`src/rtl/scgate_pkg.sv`:
```
// Purpose: Shared constants and types for the stop mode clock gating block.
// Assumes: One 50 MHz clock, synchronous active-high reset.
// Notes: Frame interval and modulo tick period are configuration inputs.
`default_nettype none
package scgate_pkg;

  // Stop mode selection written by configuration.
  typedef enum logic [1:0] {
    SCG_SEL_FAST = 2'h0,
    SCG_SEL_SLOW = 2'h1,
    SCG_SEL_NONE = 2'h2
  } scgate_sel_t;

  // Operating state of the clock controller.
  typedef enum logic [1:0] {
    SCG_RUN,
    SCG_STOP_FAST,
    SCG_STOP_SLOW,
    SCG_STOP_NONE
  } scgate_state_t;

  // Wake-up sources grouped together.
  typedef struct packed {
    logic any_irq;
    logic ext_irq;
    logic host_access;
  } scgate_wake_t;

  // Slow clock divides the main clock by this ratio.
  localparam int unsigned SCG_SLOW_DIV = 256;
  localparam int SCG_DIV_W = 8;
  localparam logic [SCG_DIV_W-1:0] SCG_DIV_LAST = 8'hFF;
  localparam logic [SCG_DIV_W-1:0] SCG_DIV_ZERO = 8'h00;

  // Frame and tick counter widths.
  localparam int SCG_FRM_W = 16;
  localparam logic [SCG_FRM_W-1:0] SCG_FRM_ZERO = 16'h0000;
  localparam logic [SCG_FRM_W-1:0] SCG_FRM_ONE = 16'h0001;

  // Control bit positions in the frame and converter control words.
  localparam int SCG_FRAME_CTRL_STATUS_REG_PHASE_BIT = 5;
  localparam int SCG_CONV_MANUAL_BIT = 0;
  localparam int SCG_CTRL_W = 8;

endpackage : scgate_pkg
`default_nettype wire

```
`src/rtl/scgate_div.sv`:
```
// Purpose: Divide-by-256 enable pulse generator for slow clock operation.
// Assumes: Runs on the main clock; enable counting only while running.
// Notes: Pulse is one cycle wide every 256 enabled cycles.
`timescale 1ns/1ps
`default_nettype none
module scgate_div (
  input wire logic clk_in,
  input wire logic rst_in,
  input wire logic run_in,
  output logic tick_out
);
  import scgate_pkg::*;

  logic [SCG_DIV_W-1:0] cnt_ff;

  // Counts enabled cycles and pulses on the last count.
  always_ff @(posedge clk_in) begin
    if (rst_in || !run_in) begin
      cnt_ff <= SCG_DIV_ZERO;
      tick_out <= 1'b0;
    end else begin
      cnt_ff <= cnt_ff + 8'h01;
      tick_out <= (cnt_ff == SCG_DIV_LAST);
    end
  end
endmodule // scgate_div
`default_nettype wire

```
`src/rtl/scgate_top.sv`:
```
// Purpose: Stop mode clock gating, wake-up, frame timer and modulo timer.
// Assumes: Clock enables model gated clocks; wake pins are asynchronous.
// Assumes: Stop instruction and mode write come from logic on this clock.
// Notes: Enables are registered, so every output lags the state by a cycle.
// Notes: A wake level still high at the next stop ends that stop at once.
// Operation
// - Slow stop halts the processor and runs peripherals at clock/256.
// - In slow stop any interrupt restores full speed everywhere.
// - No-clock stop halts the processor and all peripherals.
// - Only an external interrupt or host access wakes no-clock stop.
// - The frame timer counts correctly at fast and slow rates.
// - Start-of-frame pulses once per frame interval, also when slow.
// - Manual conversion with analog-then-digital phase blocks the pulse.
// - The modulo tick timer follows the peripheral rate, so it slows.
// - Fast stop halts only the processor; any interrupt resumes it.
// - Stop modes are entered only on the stop instruction.
`timescale 1ns/1ps
`default_nettype none
module scgate_top (
  input wire logic CLOCK_IN,
  input wire logic RST_IN,
  input wire logic STOP_INSTR_IN,
  input wire scgate_pkg::scgate_sel_t MODE_SEL_IN,
  input wire logic MODE_SEL_WR_IN,
  input wire logic IRQ_IN,
  input wire logic EXT_IRQ_IN,
  input wire logic HOST_ACCESS_IN,
  input wire logic [scgate_pkg::SCG_FRM_W-1:0] FRAME_INTERVAL_IN,
  input wire logic [scgate_pkg::SCG_CTRL_W-1:0] FRAME_CTRL_IN,
  input wire logic [scgate_pkg::SCG_CTRL_W-1:0] CONV_CTRL_IN,
  input wire logic [scgate_pkg::SCG_FRM_W-1:0] TICK_PERIOD_IN,
  output logic CPU_CLK_EN_OUT,
  output logic PERIPH_CLK_EN_OUT,
  output logic SLOW_ACTIVE_OUT,
  output scgate_pkg::scgate_state_t STATE_OUT,
  output scgate_pkg::scgate_sel_t MODE_SEL_OUT,
  output logic FRAME_START_OUT,
  output logic TICK_OUT
);
  import scgate_pkg::*;

  // Synchroniser stages and the decoded wake sources behind them.
  logic [2:0] wake_s1_ff;
  logic [2:0] wake_s2_ff;
  scgate_wake_t wake;

  // Controller state and the held stop mode selection.
  scgate_state_t state_ff;
  scgate_state_t nxt_state;
  scgate_sel_t sel_ff;

  // Rate enables and the two timer counters that run on them.
  logic slow_tick;
  logic periph_en;
  logic [SCG_FRM_W-1:0] frame_cnt_ff;
  logic [SCG_FRM_W-1:0] tick_cnt_ff;
  logic frame_inhibit;

  // True when one more count reaches the limit, so a limit of zero or one
  // pulses on every enabled cycle; both timers share this end test.
  function automatic logic cnt_wraps(
    input logic [SCG_FRM_W-1:0] cnt,
    input logic [SCG_FRM_W-1:0] limit
  );
    cnt_wraps = (cnt + SCG_FRM_ONE >= limit);
  endfunction

  // Wake test shared by both clocked stop modes; an external interrupt is
  // an interrupt too, so it also ends fast and slow stop.
  function automatic logic irq_wake(input scgate_wake_t w);
    irq_wake = w.any_irq || w.ext_irq;
  endfunction

  // Two-stage synchronisers for the asynchronous wake sources; only the
  // second stage is read, so a metastable first stage never reaches logic.
  always_ff @(posedge CLOCK_IN) begin
    if (RST_IN) begin
      wake_s1_ff <= 3'h0;
      wake_s2_ff <= 3'h0;
    end else begin
      wake_s1_ff <= {IRQ_IN, EXT_IRQ_IN, HOST_ACCESS_IN};
      wake_s2_ff <= wake_s1_ff;
    end
  end

  assign wake = scgate_wake_t'(wake_s2_ff);

  // Mode selection held until rewritten, untouched by stop entry or exit.
  // Code three names no mode and is dropped, leaving the old setting.
  always_ff @(posedge CLOCK_IN) begin
    if (RST_IN) begin
      sel_ff <= SCG_SEL_FAST;
    end else if (MODE_SEL_WR_IN && MODE_SEL_IN != 2'h3) begin
      sel_ff <= MODE_SEL_IN;
    end
  end

  // Next operating state from stop instruction and wake sources.
  // A stop instruction outside run state is ignored.
  always_comb begin
    nxt_state = state_ff;
    unique case (state_ff)
      // Wake levels are ignored while running.
      SCG_RUN: begin
        if (STOP_INSTR_IN) begin
          unique case (sel_ff)
            SCG_SEL_SLOW: nxt_state = SCG_STOP_SLOW;
            SCG_SEL_NONE: nxt_state = SCG_STOP_NONE;
            default: nxt_state = SCG_STOP_FAST;
          endcase
        end
      end
      SCG_STOP_FAST: begin
        if (irq_wake(wake)) nxt_state = SCG_RUN;
      end
      SCG_STOP_SLOW: begin
        if (irq_wake(wake)) nxt_state = SCG_RUN;
      end
      // A plain interrupt is refused here; nothing runs to service it.
      SCG_STOP_NONE: begin
        if (wake.ext_irq || wake.host_access) nxt_state = SCG_RUN;
      end
    endcase
  end

  // State register.
  always_ff @(posedge CLOCK_IN) begin
    if (RST_IN) begin
      state_ff <= SCG_RUN;
    end else begin
      state_ff <= nxt_state;
    end
  end

  // Divider producing the clock/256 enable in slow stop. It restarts from
  // zero at each entry, so the first slow enable comes a full period in.
  scgate_div u_div (
    .clk_in(CLOCK_IN),
    .rst_in(RST_IN),
    .run_in(state_ff == SCG_STOP_SLOW),
    .tick_out(slow_tick)
  );

  // Peripheral enable: full in run and fast stop, divided in slow stop.
  // No-clock stop gives no enable at all, so both timers freeze.
  always_comb begin
    unique case (state_ff)
      SCG_STOP_SLOW: periph_en = slow_tick;
      SCG_STOP_NONE: periph_en = 1'b0;
      default: periph_en = 1'b1;
    endcase
  end

  // Registered clock enables; the processor runs only in run state.
  always_ff @(posedge CLOCK_IN) begin
    if (RST_IN) begin
      CPU_CLK_EN_OUT <= 1'b1;
      PERIPH_CLK_EN_OUT <= 1'b1;
    end else begin
      CPU_CLK_EN_OUT <= (state_ff == SCG_RUN);
      PERIPH_CLK_EN_OUT <= periph_en;
    end
  end

  // Registered status: slow flag, state and held selection.
  always_ff @(posedge CLOCK_IN) begin
    if (RST_IN) begin
      SLOW_ACTIVE_OUT <= 1'b0;
      STATE_OUT <= SCG_RUN;
      MODE_SEL_OUT <= SCG_SEL_FAST;
    end else begin
      SLOW_ACTIVE_OUT <= (state_ff == SCG_STOP_SLOW);
      STATE_OUT <= state_ff;
      MODE_SEL_OUT <= sel_ff;
    end
  end

  // Frame pulse suppressed for manual conversion with phase A then D.
  // The setting only masks the pulse; the frame counter keeps running.
  assign frame_inhibit = CONV_CTRL_IN[SCG_CONV_MANUAL_BIT] &&
                         FRAME_CTRL_IN[SCG_FRAME_CTRL_STATUS_REG_PHASE_BIT];

  // Frame timer counts peripheral-clock cycles; a slow frame is longer in
  // real time but the count stays valid, so the interval keeps its meaning.
  always_ff @(posedge CLOCK_IN) begin
    if (RST_IN) begin
      frame_cnt_ff <= SCG_FRM_ZERO;
      FRAME_START_OUT <= 1'b0;
    end else begin
      FRAME_START_OUT <= 1'b0;
      if (periph_en) begin
        if (cnt_wraps(frame_cnt_ff, FRAME_INTERVAL_IN)) begin
          frame_cnt_ff <= SCG_FRM_ZERO;
          FRAME_START_OUT <= !frame_inhibit;
        end else begin
          frame_cnt_ff <= frame_cnt_ff + SCG_FRM_ONE;
        end
      end
    end
  end

  // Modulo tick timer on the peripheral enable, so its period stretches
  // by 256 in slow stop; frame pulses stretch by the same 256, so
  // neither timer keeps real time in slow stop.
  always_ff @(posedge CLOCK_IN) begin
    if (RST_IN) begin
      tick_cnt_ff <= SCG_FRM_ZERO;
      TICK_OUT <= 1'b0;
    end else begin
      TICK_OUT <= 1'b0;
      if (periph_en) begin
        if (cnt_wraps(tick_cnt_ff, TICK_PERIOD_IN)) begin
          tick_cnt_ff <= SCG_FRM_ZERO;
          TICK_OUT <= 1'b1;
        end else begin
          tick_cnt_ff <= tick_cnt_ff + SCG_FRM_ONE;
        end
      end
    end
  end

endmodule // scgate_top
`default_nettype wire

```
`config.mk`:
```
export PLATFORM = sky130hd
export DESIGN_NAME = scgate_top
export DESIGN_NICKNAME = d
export VERILOG_FILES = /design/src/rtl/scgate_pkg.sv /design/src/rtl/scgate_div.sv /design/src/rtl/scgate_top.sv
export SDC_FILE = /design/constraint.sdc
export NUM_CORES = 1
export LEC_CHECK = 0
export BUFFER_PORTS_ARGS = -buffer_cell sky130_fd_sc_hd__buf_2
export CORE_MARGIN = 1
export CORE_UTILIZATION = 48
export CTS_CLUSTER_DIAMETER = 80
export CTS_CLUSTER_SIZE = 12
export DETAILED_ROUTE_END_ITERATION = 10
export HOLD_SLACK_MARGIN = 0.05
export PLACE_DENSITY = 0.68
export SYNTH_ARGS = -nofsm -noshare
export SYNTH_HDL_FRONTEND = slang
export SYNTH_HIERARCHICAL = 1
export SYNTH_SLANG_ARGS = --single-unit
```
`constraint.sdc`:
```
create_clock -name CLOCK_IN -period 3.8 [get_ports CLOCK_IN]
set_input_delay 0.19 -clock CLOCK_IN [delete_from_list [all_inputs] [get_ports CLOCK_IN]]
set_output_delay 0.19 -clock CLOCK_IN [all_outputs]
set_load 0.005 [all_outputs]
```
-- Yosys cells after proc, flatten, opt, wreduce, memory -nomap -nowiden
Index checks and enable logic that the tools add are counted.
- output and inout bits: 9
- input bits: 57
- latch bits: 0
- RAM bits: 0
- memories kept: 0
- ROM bits: 0
- bits in registers: 60
- muxes and demuxes: 9
- div/mod/pow operators: 0
- equality and inequality tests: 10
- shift-type cells: 0
- bitwise operators: 2
- multiply operators: 0
- $add $sub $neg: 3
- $lt $le $gt $ge: 2
- reductions and logical operators: 12
- operators by type and width (kind ; count):
    adder 16 x 1 -> 16 bit, second input constant ; 2
    greater-or-equal comparator 16 bit ; 2
    2-to-1 mux 16 bit ; 2
    adder 8 x 1 -> 8 bit, second input constant ; 1
    equality test 8 bit, second input constant ; 1
    equality test 2 bit, second input constant ; 3
    2-to-1 mux 2 bit ; 3
    inequality test 2 bit, second input constant ; 3
    one-hot mux 2 bit (3 select lines) ; 1
    equality test 2 x 1 -> 1 bit, second input constant ; 2
    one-hot mux 2 bit (2 select lines) ; 1
    OR reduction 2 bit ; 2
    logical OR 1 bit ; 3
    AND reduction 3 bit ; 1
    OR reduction 3 bit ; 1
    logical AND 1 bit ; 2
    logical NOT 1 bit ; 2
    logical NOT 2 bit ; 1
    inequality test 2 x 1 -> 1 bit, second input constant ; 1
    inverter 1 bit ; 2
    one-hot mux 1 bit (2 select lines) ; 1
    2-to-1 mux 1 bit ; 1

-- Longest topological paths before layout
Gate-level depths: netlist of run 1.
- word-level depth: 4
- depth in mapped cells: 14

-- Modules after synthesis
The synthesis of run 1 kept the hierarchy.
- by module, submodules not included (module ; times used ; seq. area each (sq um) ; cells an instance ; area each (sq um)):
    scgate_top ; 1 ; 1021.0 ; 384 ; 3199.3
    scgate_div ; 1 ; 180.2 ; 37 ; 345.3

-- Least setup slack after synthesis of run 1
Ideal clock, no wire load.
- path type: register -> register
- start: reg tick_cnt_ff[2]
- end: reg tick_cnt_ff[14]
- arrival time: 3.109 ns
- clock period less this slack: 3.226 ns
- cell stages (with the launch flop): 15
- slack: 0.574 ns
- setup time: 0.117 ns
- path through: dfxtp_1 -> and3_1 -> clkbuf_2 -> and3_1 -> nand3_1 -> or2_2 -> xnor2_1 -> ha_1 -> nand4_1 -> or3_1 -> a2111oi_2 -> or4_1 -> buf_2 -> o21ai_0 -> a22o_1
- word-level cells in the longest chain between the ends: 3
- RTL lines (what ; RTL line ; source):
    start, declared ; scgate_top.sv:56 ; logic [SCG_FRM_W-1:0] tick_cnt_ff;
    start signal, assigned ; scgate_top.sv:216 ; tick_cnt_ff <= tick_cnt_ff + SCG_FRM_ONE;
    adder 16 x 1 -> 16 bit (*) ; scgate_top.sv:65, scgate_top.sv:216 ;
    greater-or-equal comparator 16 bit ; scgate_top.sv:65 ; cnt_wraps = (cnt + SCG_FRM_ONE >= limit);
    2-to-1 mux 16 bit (*) ; scgate_top.sv:212 ; if (cnt_wraps(tick_cnt_ff, TICK_PERIOD_IN)) begin
Mark *: on every way between the ends. The rest lies on a longest branch, timed or not.
A chain may end at the register's enable or synchronous reset.

-- Worst setup path after layout of run 1
- start: reg frame_cnt_ff[1]
- end: reg FRAME_START_OUT
- word-level cells in the longest chain between the ends: 4
- RTL lines (what ; RTL line ; source):
    start, declared ; scgate_top.sv:55 ; logic [SCG_FRM_W-1:0] frame_cnt_ff;
    start signal, assigned ; scgate_top.sv:196 ; frame_cnt_ff <= frame_cnt_ff + SCG_FRM_ONE;
    adder 16 x 1 -> 16 bit ; scgate_top.sv:65 ;
    greater-or-equal comparator 16 bit ; scgate_top.sv:65 ;
    inverter 1 bit (no line) ; n/a ;
    OR reduction 3 bit (no line) ; n/a ;
    end signal, assigned ; scgate_top.sv:194 ; FRAME_START_OUT <= !frame_inhibit;
    end, declared ; scgate_top.sv:37 ; output logic FRAME_START_OUT,
No other way between the ends.

==> metrics.csv, run 1 <==
stage,metric,value,unit
global_routing,vias in the first global route,2942,
logic_synthesis,"Seq/Total Area, Yosys",0.339,
critical_path,CP Capture Type,flip-flop,
timing,fin. max-slew vios,0,
pwr,Max IR drop VDD,0.367,mV
logic_synthesis,library cells used by synthesis,43,
drt,DRT antenna net count,0,
min_path,hold wc startpoint,EXT_IRQ_IN,
drt,final wirelength,7570,µm
global_routing,met3 usage,0.0518,
placement,Inst Count DP,569,
global_routing,largest net degree at the start of global routing,27,
critical_path,CP required,4030,ps
floorplanning,die height,87.9,µm
critical_path,Crit Path Max Fanout,13,
logic_synthesis,Synth Net Count,518,
global_routing,first-pass GRT wire length,12800,µm
timing,Max-slew headroom,0.534,
timing,Slew @ Worst Pin,697,ps
placement,final weighted congestion in routability-driven placement,0.823,
critical_path,worst r2r path cells,13,
drt,Pre-antenna DRT Iters,4,
floorplanning,DIE AREA,7730,µm²
logic_synthesis,post-synthesis cell count,421,
logic_synthesis,area share of and/or/nand/nor cells after synthesis,0.228,
timing,final worst path period share,0.942,
floorplanning,chip width,87.9,µm
layout,fin nets,584,
layout,Finished Layout Cells,588,
clock_network,H-tree levels,3,
min_path,Min-Delay Path Class,in2reg,
pwr,pwr dens,397,nW/µm²
logic_synthesis,Ys Warns,6,
logic_synthesis,number of synthesized register bits,60,
layout,n_diodes,0,
timing,setup_tns,0,ps
floorplanning,Initial Util,0.510,
logic_synthesis,post-synthesis mux area share,0,
critical_path,Critical Path Source Type,flip-flop,
logic_synthesis,Synth Area in Adders,0.141,
global_routing,met1 usage,0.260,
pwr,leak pwr,0.00201,µW
timing,minimum clock period,3580,ps
floorplanning,FP Rows,30,
layout,share of cells above drive strength 1,0.203,
min_path,Worst Hold End,wake_s1_ff[1],
critical_path,"slowest stage cell, crit path",dlygate4sd3_1,
timing,WHS,69.4,ps
run_status,status,"complete, no violations",
global_routing,met2 Resource Use GR,0.360,
logic_synthesis,"area leader, netlist",dfxtp_1,
logic_synthesis,combinational family with the most area after synthesis,simple AND/OR/NAND/NOR gates,
placement,IO buf count,51,
critical_path,worst stage delay on the critical path,580,ps
logic_synthesis,Synth area leaders,"dfxtp_1, ha_1, xnor2_1",
logic_synthesis,Post-synth top flop,dfxtp_1,
drt,drt wl/cell,12.9,µm
global_routing,GRT Max-Usage Layer,met2,
global_routing,global route total overflow,0,
critical_path,critical path class,reg2reg,
clock_network,clock slew at reported path FFs,70,ps
drt,initial DRC count,85,
pwr,total power,1700,µW
critical_path,Worst EP arrival,3810,ps
logic_synthesis,"Cell Area, Synth",3540,µm²
clock_network,CTS root buffer,clkbuf_8,
min_path,WHS Path Cells,2,
floorplanning,boundary pin count,66,
logic_synthesis,ys async rst share,0,
timing,Fmax,0.279,GHz
logic_synthesis,XOR/XNOR Fraction of Synth Area,0.0692,
timing,"Hold Vio Cnt, Final",0,
timing,final worst slack,220,ps
critical_path,worst reg2reg setup slack,220,ps
job,max-cap viol count,0,
timing,Clock Skew,5.52,ps
global_routing,initial antenna violation count,0,
logic_synthesis,syn_area_per_cell,8.42,µm²
logic_synthesis,top post-synthesis cells by count,"dfxtp_1, ha_1, inv_1, a21oi_1, nand2_1",
drt,via count,3136,
clock_network,clk_lat worst skew,340,ps
placement,pre-CTS setup slack,241,ps
clock_network,CTS tree,done,
clock_network,Clock Sinks,60,
timing,RSZ-0062 raised after global routing,false,
logic_synthesis,Yosys top cell area share,0.339,
logic_synthesis,number of flops mapped to enable cells by yosys,0,
clock_network,clock buffer depth,2,
critical_path,"Critical Path, Cell by Cell","ha_1, nand3_1, nor3_1, nand4_1, and2_1, or2_2, ha_1, o21ai_0, nor2_1, nor4_2, o21a_2, a211oi_1, dlygate4sd3_1",
clock_network,Num CTS Buffers,9,
drt,# DRC,0,
timing,setup violators final,0,
logic_synthesis,Compound-Gate Fraction of Synth Area,0.162,
floorplanning,Core Area,6940,µm²
critical_path,Crit path top cell by count,ha_1,
critical_path,Worst R2R End,FRAME_START_OUT,
logic_synthesis,most common cell in the netlist,dfxtp_1,
critical_path,worst reg2reg path startpoint,frame_cnt_ff[1],
drt,drt via density,5.33,
layout,Area growth syn-to-layout,20.5,%
placement,Detail Placement HPWL,5520,µm
global_routing,gr usage total,0.215,
==> report_power, final <==
group	switching, µW	internal [µW]	total [µW]
combinational	172	153	325
sequential	31.4	668	699
clock	265	407	672
total	468	1230	1700
==> final cells by class <==
cell class                 count  area (µm²)
clock buffer                  11         151
sequential                    60        1200
inverter                      38         143
tap                           96         120
clock inverter                 5        82.6
fill                         618        2670
timing repair buffer          72         420
multi-input combinational    306        2150
==> worst max-delay path: cells and delay by family (launching register included) <==
family	cells	cell delay, ps
AND/OR/NAND/NOR	7	1330
AO/OA/AOI/OAI	3	670
buffers and inverters	1	580
adder cells (fa/ha/maj)	2	510
flip-flops	1	380
==> per-stage QoR <==
step,utilization,cell area (µm²)
5_1_grt,0.615,4270
2_1_floorplan,-,3540
4_1_cts,0.612,4250
3_5_place_dp,0.574,3980
6_report,0.615,4270
3_3_place_gp,0.574,3980
==> worst max-delay path by stage <==
stage	from	depth (start not counted)	end	slack, ps
after floorplan	tick_cnt_ff[2]	14	tick_cnt_ff[14]	570
after global placement	tick_cnt_ff[3]	12	tick_cnt_ff[14]	290
after detailed placement	tick_cnt_ff[3]	12	tick_cnt_ff[14]	240
after CTS	frame_cnt_ff[2]	12	FRAME_START_OUT	60
after global routing	frame_cnt_ff[1]	13	FRAME_START_OUT	30
final	frame_cnt_ff[1]	13	FRAME_START_OUT	220
==> metal layers <==
metal,routed length [µm],part of all wire
met5,0,0
met4,157,0.021
met3,332,0.044
met2,3540,0.47
met1,3540,0.47
==> flip-flops by register name (all words and copies together) (netlist names), 2 cells and up <==
| signal | flops |
|---|---|
| sel_ff | 2 |
| frame_cnt_ff | 16 |
| MODE_SEL_OUT | 2 |
| wake | 3 |
| tick_cnt_ff | 16 |
| u_div/cnt_ff | 8 |
| wake_s1_ff | 3 |
| STATE_OUT | 2 |
| state_ff | 2 |
==> layout by cell type, fill, tap and decap left out, drive strengths merged, types with 11 or more instances in the layout <==
master | netlist | routed
inv | 38 | 39
ha | 40 | 40
a21oi | 29 | 29
clkbuf | 14 | 11
xor2 | 11 | 11
xnor2 | 17 | 17
nor2 | 23 | 23
nand3 | 24 | 24
nor2b | 15 | 15
a31oi | 13 | 13
buf | 3 | 69
o21ai | 13 | 13
a22o | 13 | 13
nand2 | 29 | 29
dfxtp | 60 | 60
==> logic make-up (layout without fill, tap and decap cells) <==
| group | count (synthesis) | after routing |
|---|---|---|
| and+or+nand+nor | 152 | 152 |
| DFF | 60 | 60 |
| AOI/OAI and AO/OA | 86 | 86 |
| buffers and inverters | 55 | 126 |
| xor gates and xnor gates | 28 | 28 |
| adders and majority gates | 40 | 40 |
==> repair_timing <==
action,CTS,global route
resized for setup,0,4
setup buffers,0,0
endpoints found under the hold margin,2,0
hold buffers,3,0
endpoints found under the setup margin,0,11
No activity file was read; power rests on OpenSTA's default activity.
==> inputs of run 2 (changes only) <==
- CAP_MARGIN: default -> 30
- SETUP_SLACK_MARGIN: default -> 0.4
==> run 2 against run 1 <==
  * Critical path depth increased by 1
  * Highest routed layer unchanged
  * Wire length rose by 1.0%
  * Power rose by 0.82%
  * Clock-buffer cell count stayed put
  * Sequential cell count unchanged
  * Largest power group unchanged
==> metrics.csv, run 2 (same netlist as run 1, synthesis figures left out) <==
stage,metric,value,unit
global_routing,largest net degree at the start of global routing,27,
min_path,Min-Delay Path Class,in2reg,
drt,# DRC,0,
timing,fin. max-slew vios,0,
placement,IO buf count,51,
placement,Detail Placement HPWL,5520,µm
critical_path,cell family with most CP delay,simple AND/OR/NAND/NOR gates,
critical_path,worst stage delay on the critical path,350,ps
drt,initial DRC count,115,
floorplanning,FP Rows,30,
clock_network,CTS root buffer,clkbuf_8,
timing,Slew @ Worst Pin,695,ps
timing,setup_tns,0,ps
global_routing,vias in the first global route,2955,
min_path,WHS Path Cells,2,
drt,drt via density,5.35,
floorplanning,die height,87.9,µm
critical_path,WP buf/inv,1,
job,max-cap viol count,0,
critical_path,Worst EP arrival,3490,ps
clock_network,clock buffer depth,2,
clock_network,clock slew at reported path FFs,70,ps
floorplanning,Core Area,6940,µm²
critical_path,critical path depth,14,
pwr,leak pwr,0.00203,µW
layout,fillers,600,
timing,Fmax,0.310,GHz
floorplanning,chip width,87.9,µm
critical_path,Crit path top cell by count,nand4_1,
floorplanning,boundary pin count,66,
layout,Top Registers,"frame_cnt_ff (16), tick_cnt_ff (16), u_div/cnt_ff (8)",
drt,DRT antenna net count,0,
layout,share of cells above drive strength 1,0.249,
critical_path,Crit Path Max Fanout,5,
global_routing,initial antenna violation count,0,
critical_path,CP Capture Type,flip-flop,
timing,Clock Skew,4.54,ps
critical_path,Critical Path Source Type,flip-flop,
clock_network,H-tree levels,3,
timing,WHS,67.1,ps
clock_network,Num CTS Buffers,9,
timing,"Hold Vio Cnt, Final",0,
floorplanning,Initial Util,0.510,
timing,final worst slack,570,ps
layout,Area growth syn-to-layout,23.5,%
critical_path,"Critical Path, Cell by Cell","ha_2, nand3_1, nor3_2, nand4_1, and2_1, or2_2, ha_1, nand4_1, nor2_1, nor4_2, o21ai_2, buf_4, or3_1, a31oi_1",
drt,Pre-antenna DRT Iters,4,
drt,via count,3173,
clock_network,clk_lat worst skew,340,ps
floorplanning,DIE AREA,7730,µm²
run_status,status,"complete, no violations",
critical_path,worst r2r path cells,14,
pwr,Max IR drop VDD,0.372,mV
placement,pre-CTS setup slack,241,ps
critical_path,CP required,4060,ps
timing,Max-slew headroom,0.535,
timing,final worst path period share,0.850,
timing,RSZ-0062 raised after global routing,true,
placement,final weighted congestion in routability-driven placement,0.823,
clock_network,Clock Sinks,60,
layout,n_diodes,0,
critical_path,critical path class,reg2reg,
pwr,pwr dens,391,nW/µm²
drt,drt wl/cell,12.9,µm
layout,most frequent cells in the layout,"buf_2, dfxtp_1, inv_1, ha_1",
timing,minimum clock period,3230,ps
global_routing,global route total overflow,0,
drt,final wirelength,7650,µm
global_routing,gr usage total,0.215,
global_routing,first-pass GRT wire length,12900,µm
layout,fin nets,589,
timing,setup violators final,0,
critical_path,"slowest stage cell, crit path",dfxtp_2,
clock_network,CTS tree,done,
layout,"commonest non-fill, non-tap cell in the layout",buf_2,
## run 2: per-stage QoR
step	instance area, µm²	utilization	instances	total power, µW
2_1_floorplan	3540	-	421	930
6_report	4380	0.630	593	1710
5_1_grt	4380	0.630	593	1800
4_1_cts	4280	0.616	589	1710
3_5_place_dp	3980	0.574	569	1030
3_3_place_gp	3980	0.574	569	1020
## run 2: where the power goes
| part | internal (µW) | total (µW) | switching [µW] |
|---|---|---|---|
| Clock | 407 | 675 | 268 |
| Combinational | 159 | 333 | 174 |
| Sequential | 671 | 702 | 31.3 |
## run 2: cell type report
class	instances	area, µm²	share of cell area
Multi-Input combinational cell	306	2210	0.505
Sequential cell	60	1210	0.278
Timing Repair Buffer	77	455	0.104
Clock buffer	11	151	0.0346
Inverter	38	143	0.0326
Tap cell	96	120	0.0274
Clock inverter	5	82.6	0.0189
## run 2: final timing paths
path | from | endpoint | slack (ps)
worst max register to register | frame_cnt_ff[1] | frame_cnt_ff[2] | 570
worst min register to register | wake_s1_ff[2] | wake[2] | 450
worst min-delay path | EXT_IRQ_IN | wake_s1_ff[1] | 70
worst max-delay path | frame_cnt_ff[1] | frame_cnt_ff[2] | 570
## run 2: timing repair
| item | in CTS | in global routing |
|---|---|---|
| endpoints found under the setup margin | 23 | 33 |
| pin swaps | 1 | 6 |
| buffers inserted | 1 | 3 |
| hold endpoints to repair | 2 | 0 |
| gates resized for setup | 4 | 25 |
| hold buffers | 3 | 0 |
| gates cloned | 0 | 1 |
## run 2: routing by layer
layer / global-route usage / part of all wire / vias up
li1: - / - / 1619
met1: 0.261 / 0.46 / 1460
met2: 0.362 / 0.47 / 74
met3: 0.0518 / 0.042 / 20
met4: 0.0954 / 0.026 / 0
met5: 0 / 0 / -
==> inputs of run 3 (changes only) <==
- BUFFER_PORTS_ARGS: -buffer_cell sky130_fd_sc_hd__buf_2 -> -buffer_cell sky130_fd_sc_hd__buf_4
==> run 3 against run 2 <==
  * Worst hold slack worse by 1.4 ps
  * Setup slack worse by 52 ps
  * Clock-buffer cell count is 1 lower
==> metrics.csv, run 3 (same netlist as run 1, synthesis figures left out) <==
stage,metric,value,unit
critical_path,Crit Path Max Fanout,7,
clock_network,CTS root buffer,clkbuf_8,
layout,fin nets,586,
clock_network,Num CTS Buffers,9,
drt,drt wl/cell,13.2,µm
pwr,pwr dens,364,nW/µm²
drt,Pre-antenna DRT Iters,4,
timing,setup violators final,0,
layout,Multi-input gate area,2210,µm²
timing,Fmax,0.305,GHz
global_routing,vias in the first global route,2875,
floorplanning,FP Rows,30,
layout,"commonest non-fill, non-tap cell in the layout",buf_4,
global_routing,largest net degree at the start of global routing,27,
drt,# DRC,0,
floorplanning,boundary pin count,66,
global_routing,first-pass GRT wire length,12800,µm
critical_path,CP required,4040,ps
critical_path,"Critical Path, Cell by Cell","and3_4, and3_4, nand3_2, or2_4, xnor2_1, ha_1, nand4_1, or3_4, a2111oi_4, buf_4, or4_4, o21ai_0, a22o_1",
critical_path,WP buf/inv,1,
timing,WHS,65.8,ps
timing,Slew @ Worst Pin,608,ps
run_status,status,"complete, no violations",
layout,Reg area,1220,µm²
timing,Clock Skew,6.93,ps
pwr,Max IR drop VDD,0.293,mV
critical_path,"slowest stage cell, crit path",a2111oi_4,
timing,RSZ-0062 raised after global routing,false,
timing,minimum clock period,3280,ps
layout,fillers,583,
critical_path,Crit path top cell by count,and3_4,
pwr,leak pwr,0.00203,µW
clock_network,clock buffer depth,2,
layout,Top Registers,"frame_cnt_ff (16), tick_cnt_ff (16), u_div/cnt_ff (8)",
floorplanning,DIE AREA,7730,µm²
timing,"Hold Vio Cnt, Final",0,
floorplanning,Core Area,6940,µm²
placement,Detail Placement HPWL,5500,µm
drt,initial DRC count,167,
critical_path,worst stage delay on the critical path,410,ps
layout,most frequent cells in the layout,"buf_4, dfxtp_1, inv_1, ha_1",
timing,setup_tns,0,ps
clock_network,clk_lat worst skew,350,ps
placement,IO buf count,51,
job,max-cap viol count,0,
clock_network,H-tree levels,3,
layout,Area growth syn-to-layout,25.4,%
clock_network,Clock Sinks,60,
critical_path,critical path class,reg2reg,
critical_path,Critical Path Source Type,flip-flop,
layout,share of cells above drive strength 1,0.249,
floorplanning,chip width,87.9,µm
drt,via count,3088,
clock_network,CTS tree,done,
floorplanning,die height,87.9,µm
timing,final worst slack,518,ps
global_routing,gr usage total,0.214,
placement,pre-CTS setup slack,273,ps
drt,DRT antenna net count,0,
critical_path,Worst EP arrival,3520,ps
placement,final weighted congestion in routability-driven placement,0.814,
layout,n_diodes,0,
drt,final wirelength,7800,µm
critical_path,cell family with most CP delay,simple AND/OR/NAND/NOR gates,
clock_network,clock slew at reported path FFs,70,ps
timing,Max-slew headroom,0.593,
global_routing,global route total overflow,0,
critical_path,CP Capture Type,flip-flop,
timing,fin. max-slew vios,0,
drt,drt via density,5.23,
min_path,Min-Delay Path Class,in2reg,
global_routing,initial antenna violation count,0,
timing,final worst path period share,0.864,
floorplanning,Initial Util,0.510,
-- run 3: changes by cell type in the layout (fill, tap and decap cells not counted), sizes merged --
| cell | before | now |
|---|---|---|
| clkinvlp | 0 | 4 |
| buf | 74 | 72 |
| bufinv | 2 | 1 |
| clkbuf | 11 | 10 |
| clkinv | 2 | 1 |
| dlygate4sd3 | 3 | 2 |
| inv | 39 | 38 |
-- run 3: repair_timing --
action                                  CTS  global route
gates resized for setup                   4            30
gates cloned                              0             1
hold buffers                              2             0
buffers inserted                          0             3
endpoints found under the setup margin   23            33
endpoints found under the hold margin     1             0
pin swaps                                 1             8
-- run 3: cell type report --
cell class,instances,share of cell area
flip-flops and latches,60,0.274
inverters,38,0.0321
multi-input cells,306,0.498
clock buffers,10,0.0287
repair buffers,74,0.125
clock inverters,6,0.0146
well taps,96,0.0270
-- run 3: final timing paths --
kind	startpoint	slack [ps]	cells after the start	to
worst max register to register	tick_cnt_ff[3]	520	13	tick_cnt_ff[14]
worst min-delay path	HOST_ACCESS_IN	70	2	wake_s1_ff[0]
worst max-delay path	tick_cnt_ff[3]	520	13	tick_cnt_ff[14]
worst min register to register	wake_s1_ff[2]	450	1	wake[2]
-- run 3: layer usage --
layer,part of all wire,GRT usage
met4,0.011,0.0596
met2,0.48,0.364
met5,0,0
met1,0.47,0.269
met3,0.040,0.0547
-- run 3: where the power goes --
group | total, µW | internal (µW) | switching (µW)
registers | 707 | 671 | 36.1
clock network | 571 | 301 | 269
logic | 340 | 169 | 170
total | 1620 | 1140 | 476
-- run 3: through the flow --
| stage | total power (µW) | cells | utilization | instance area [µm²] |
|---|---|---|---|---|
| after detailed placement | 1040 | 568 | 0.591 | 4100 |
| after CTS | 1620 | 586 | 0.625 | 4340 |
| final | 1620 | 590 | 0.640 | 4450 |
| after floorplan | 930 | 421 | - | 3540 |
| after global placement | 1030 | 568 | 0.591 | 4100 |
| after global routing | 1700 | 590 | 0.640 | 4450 |
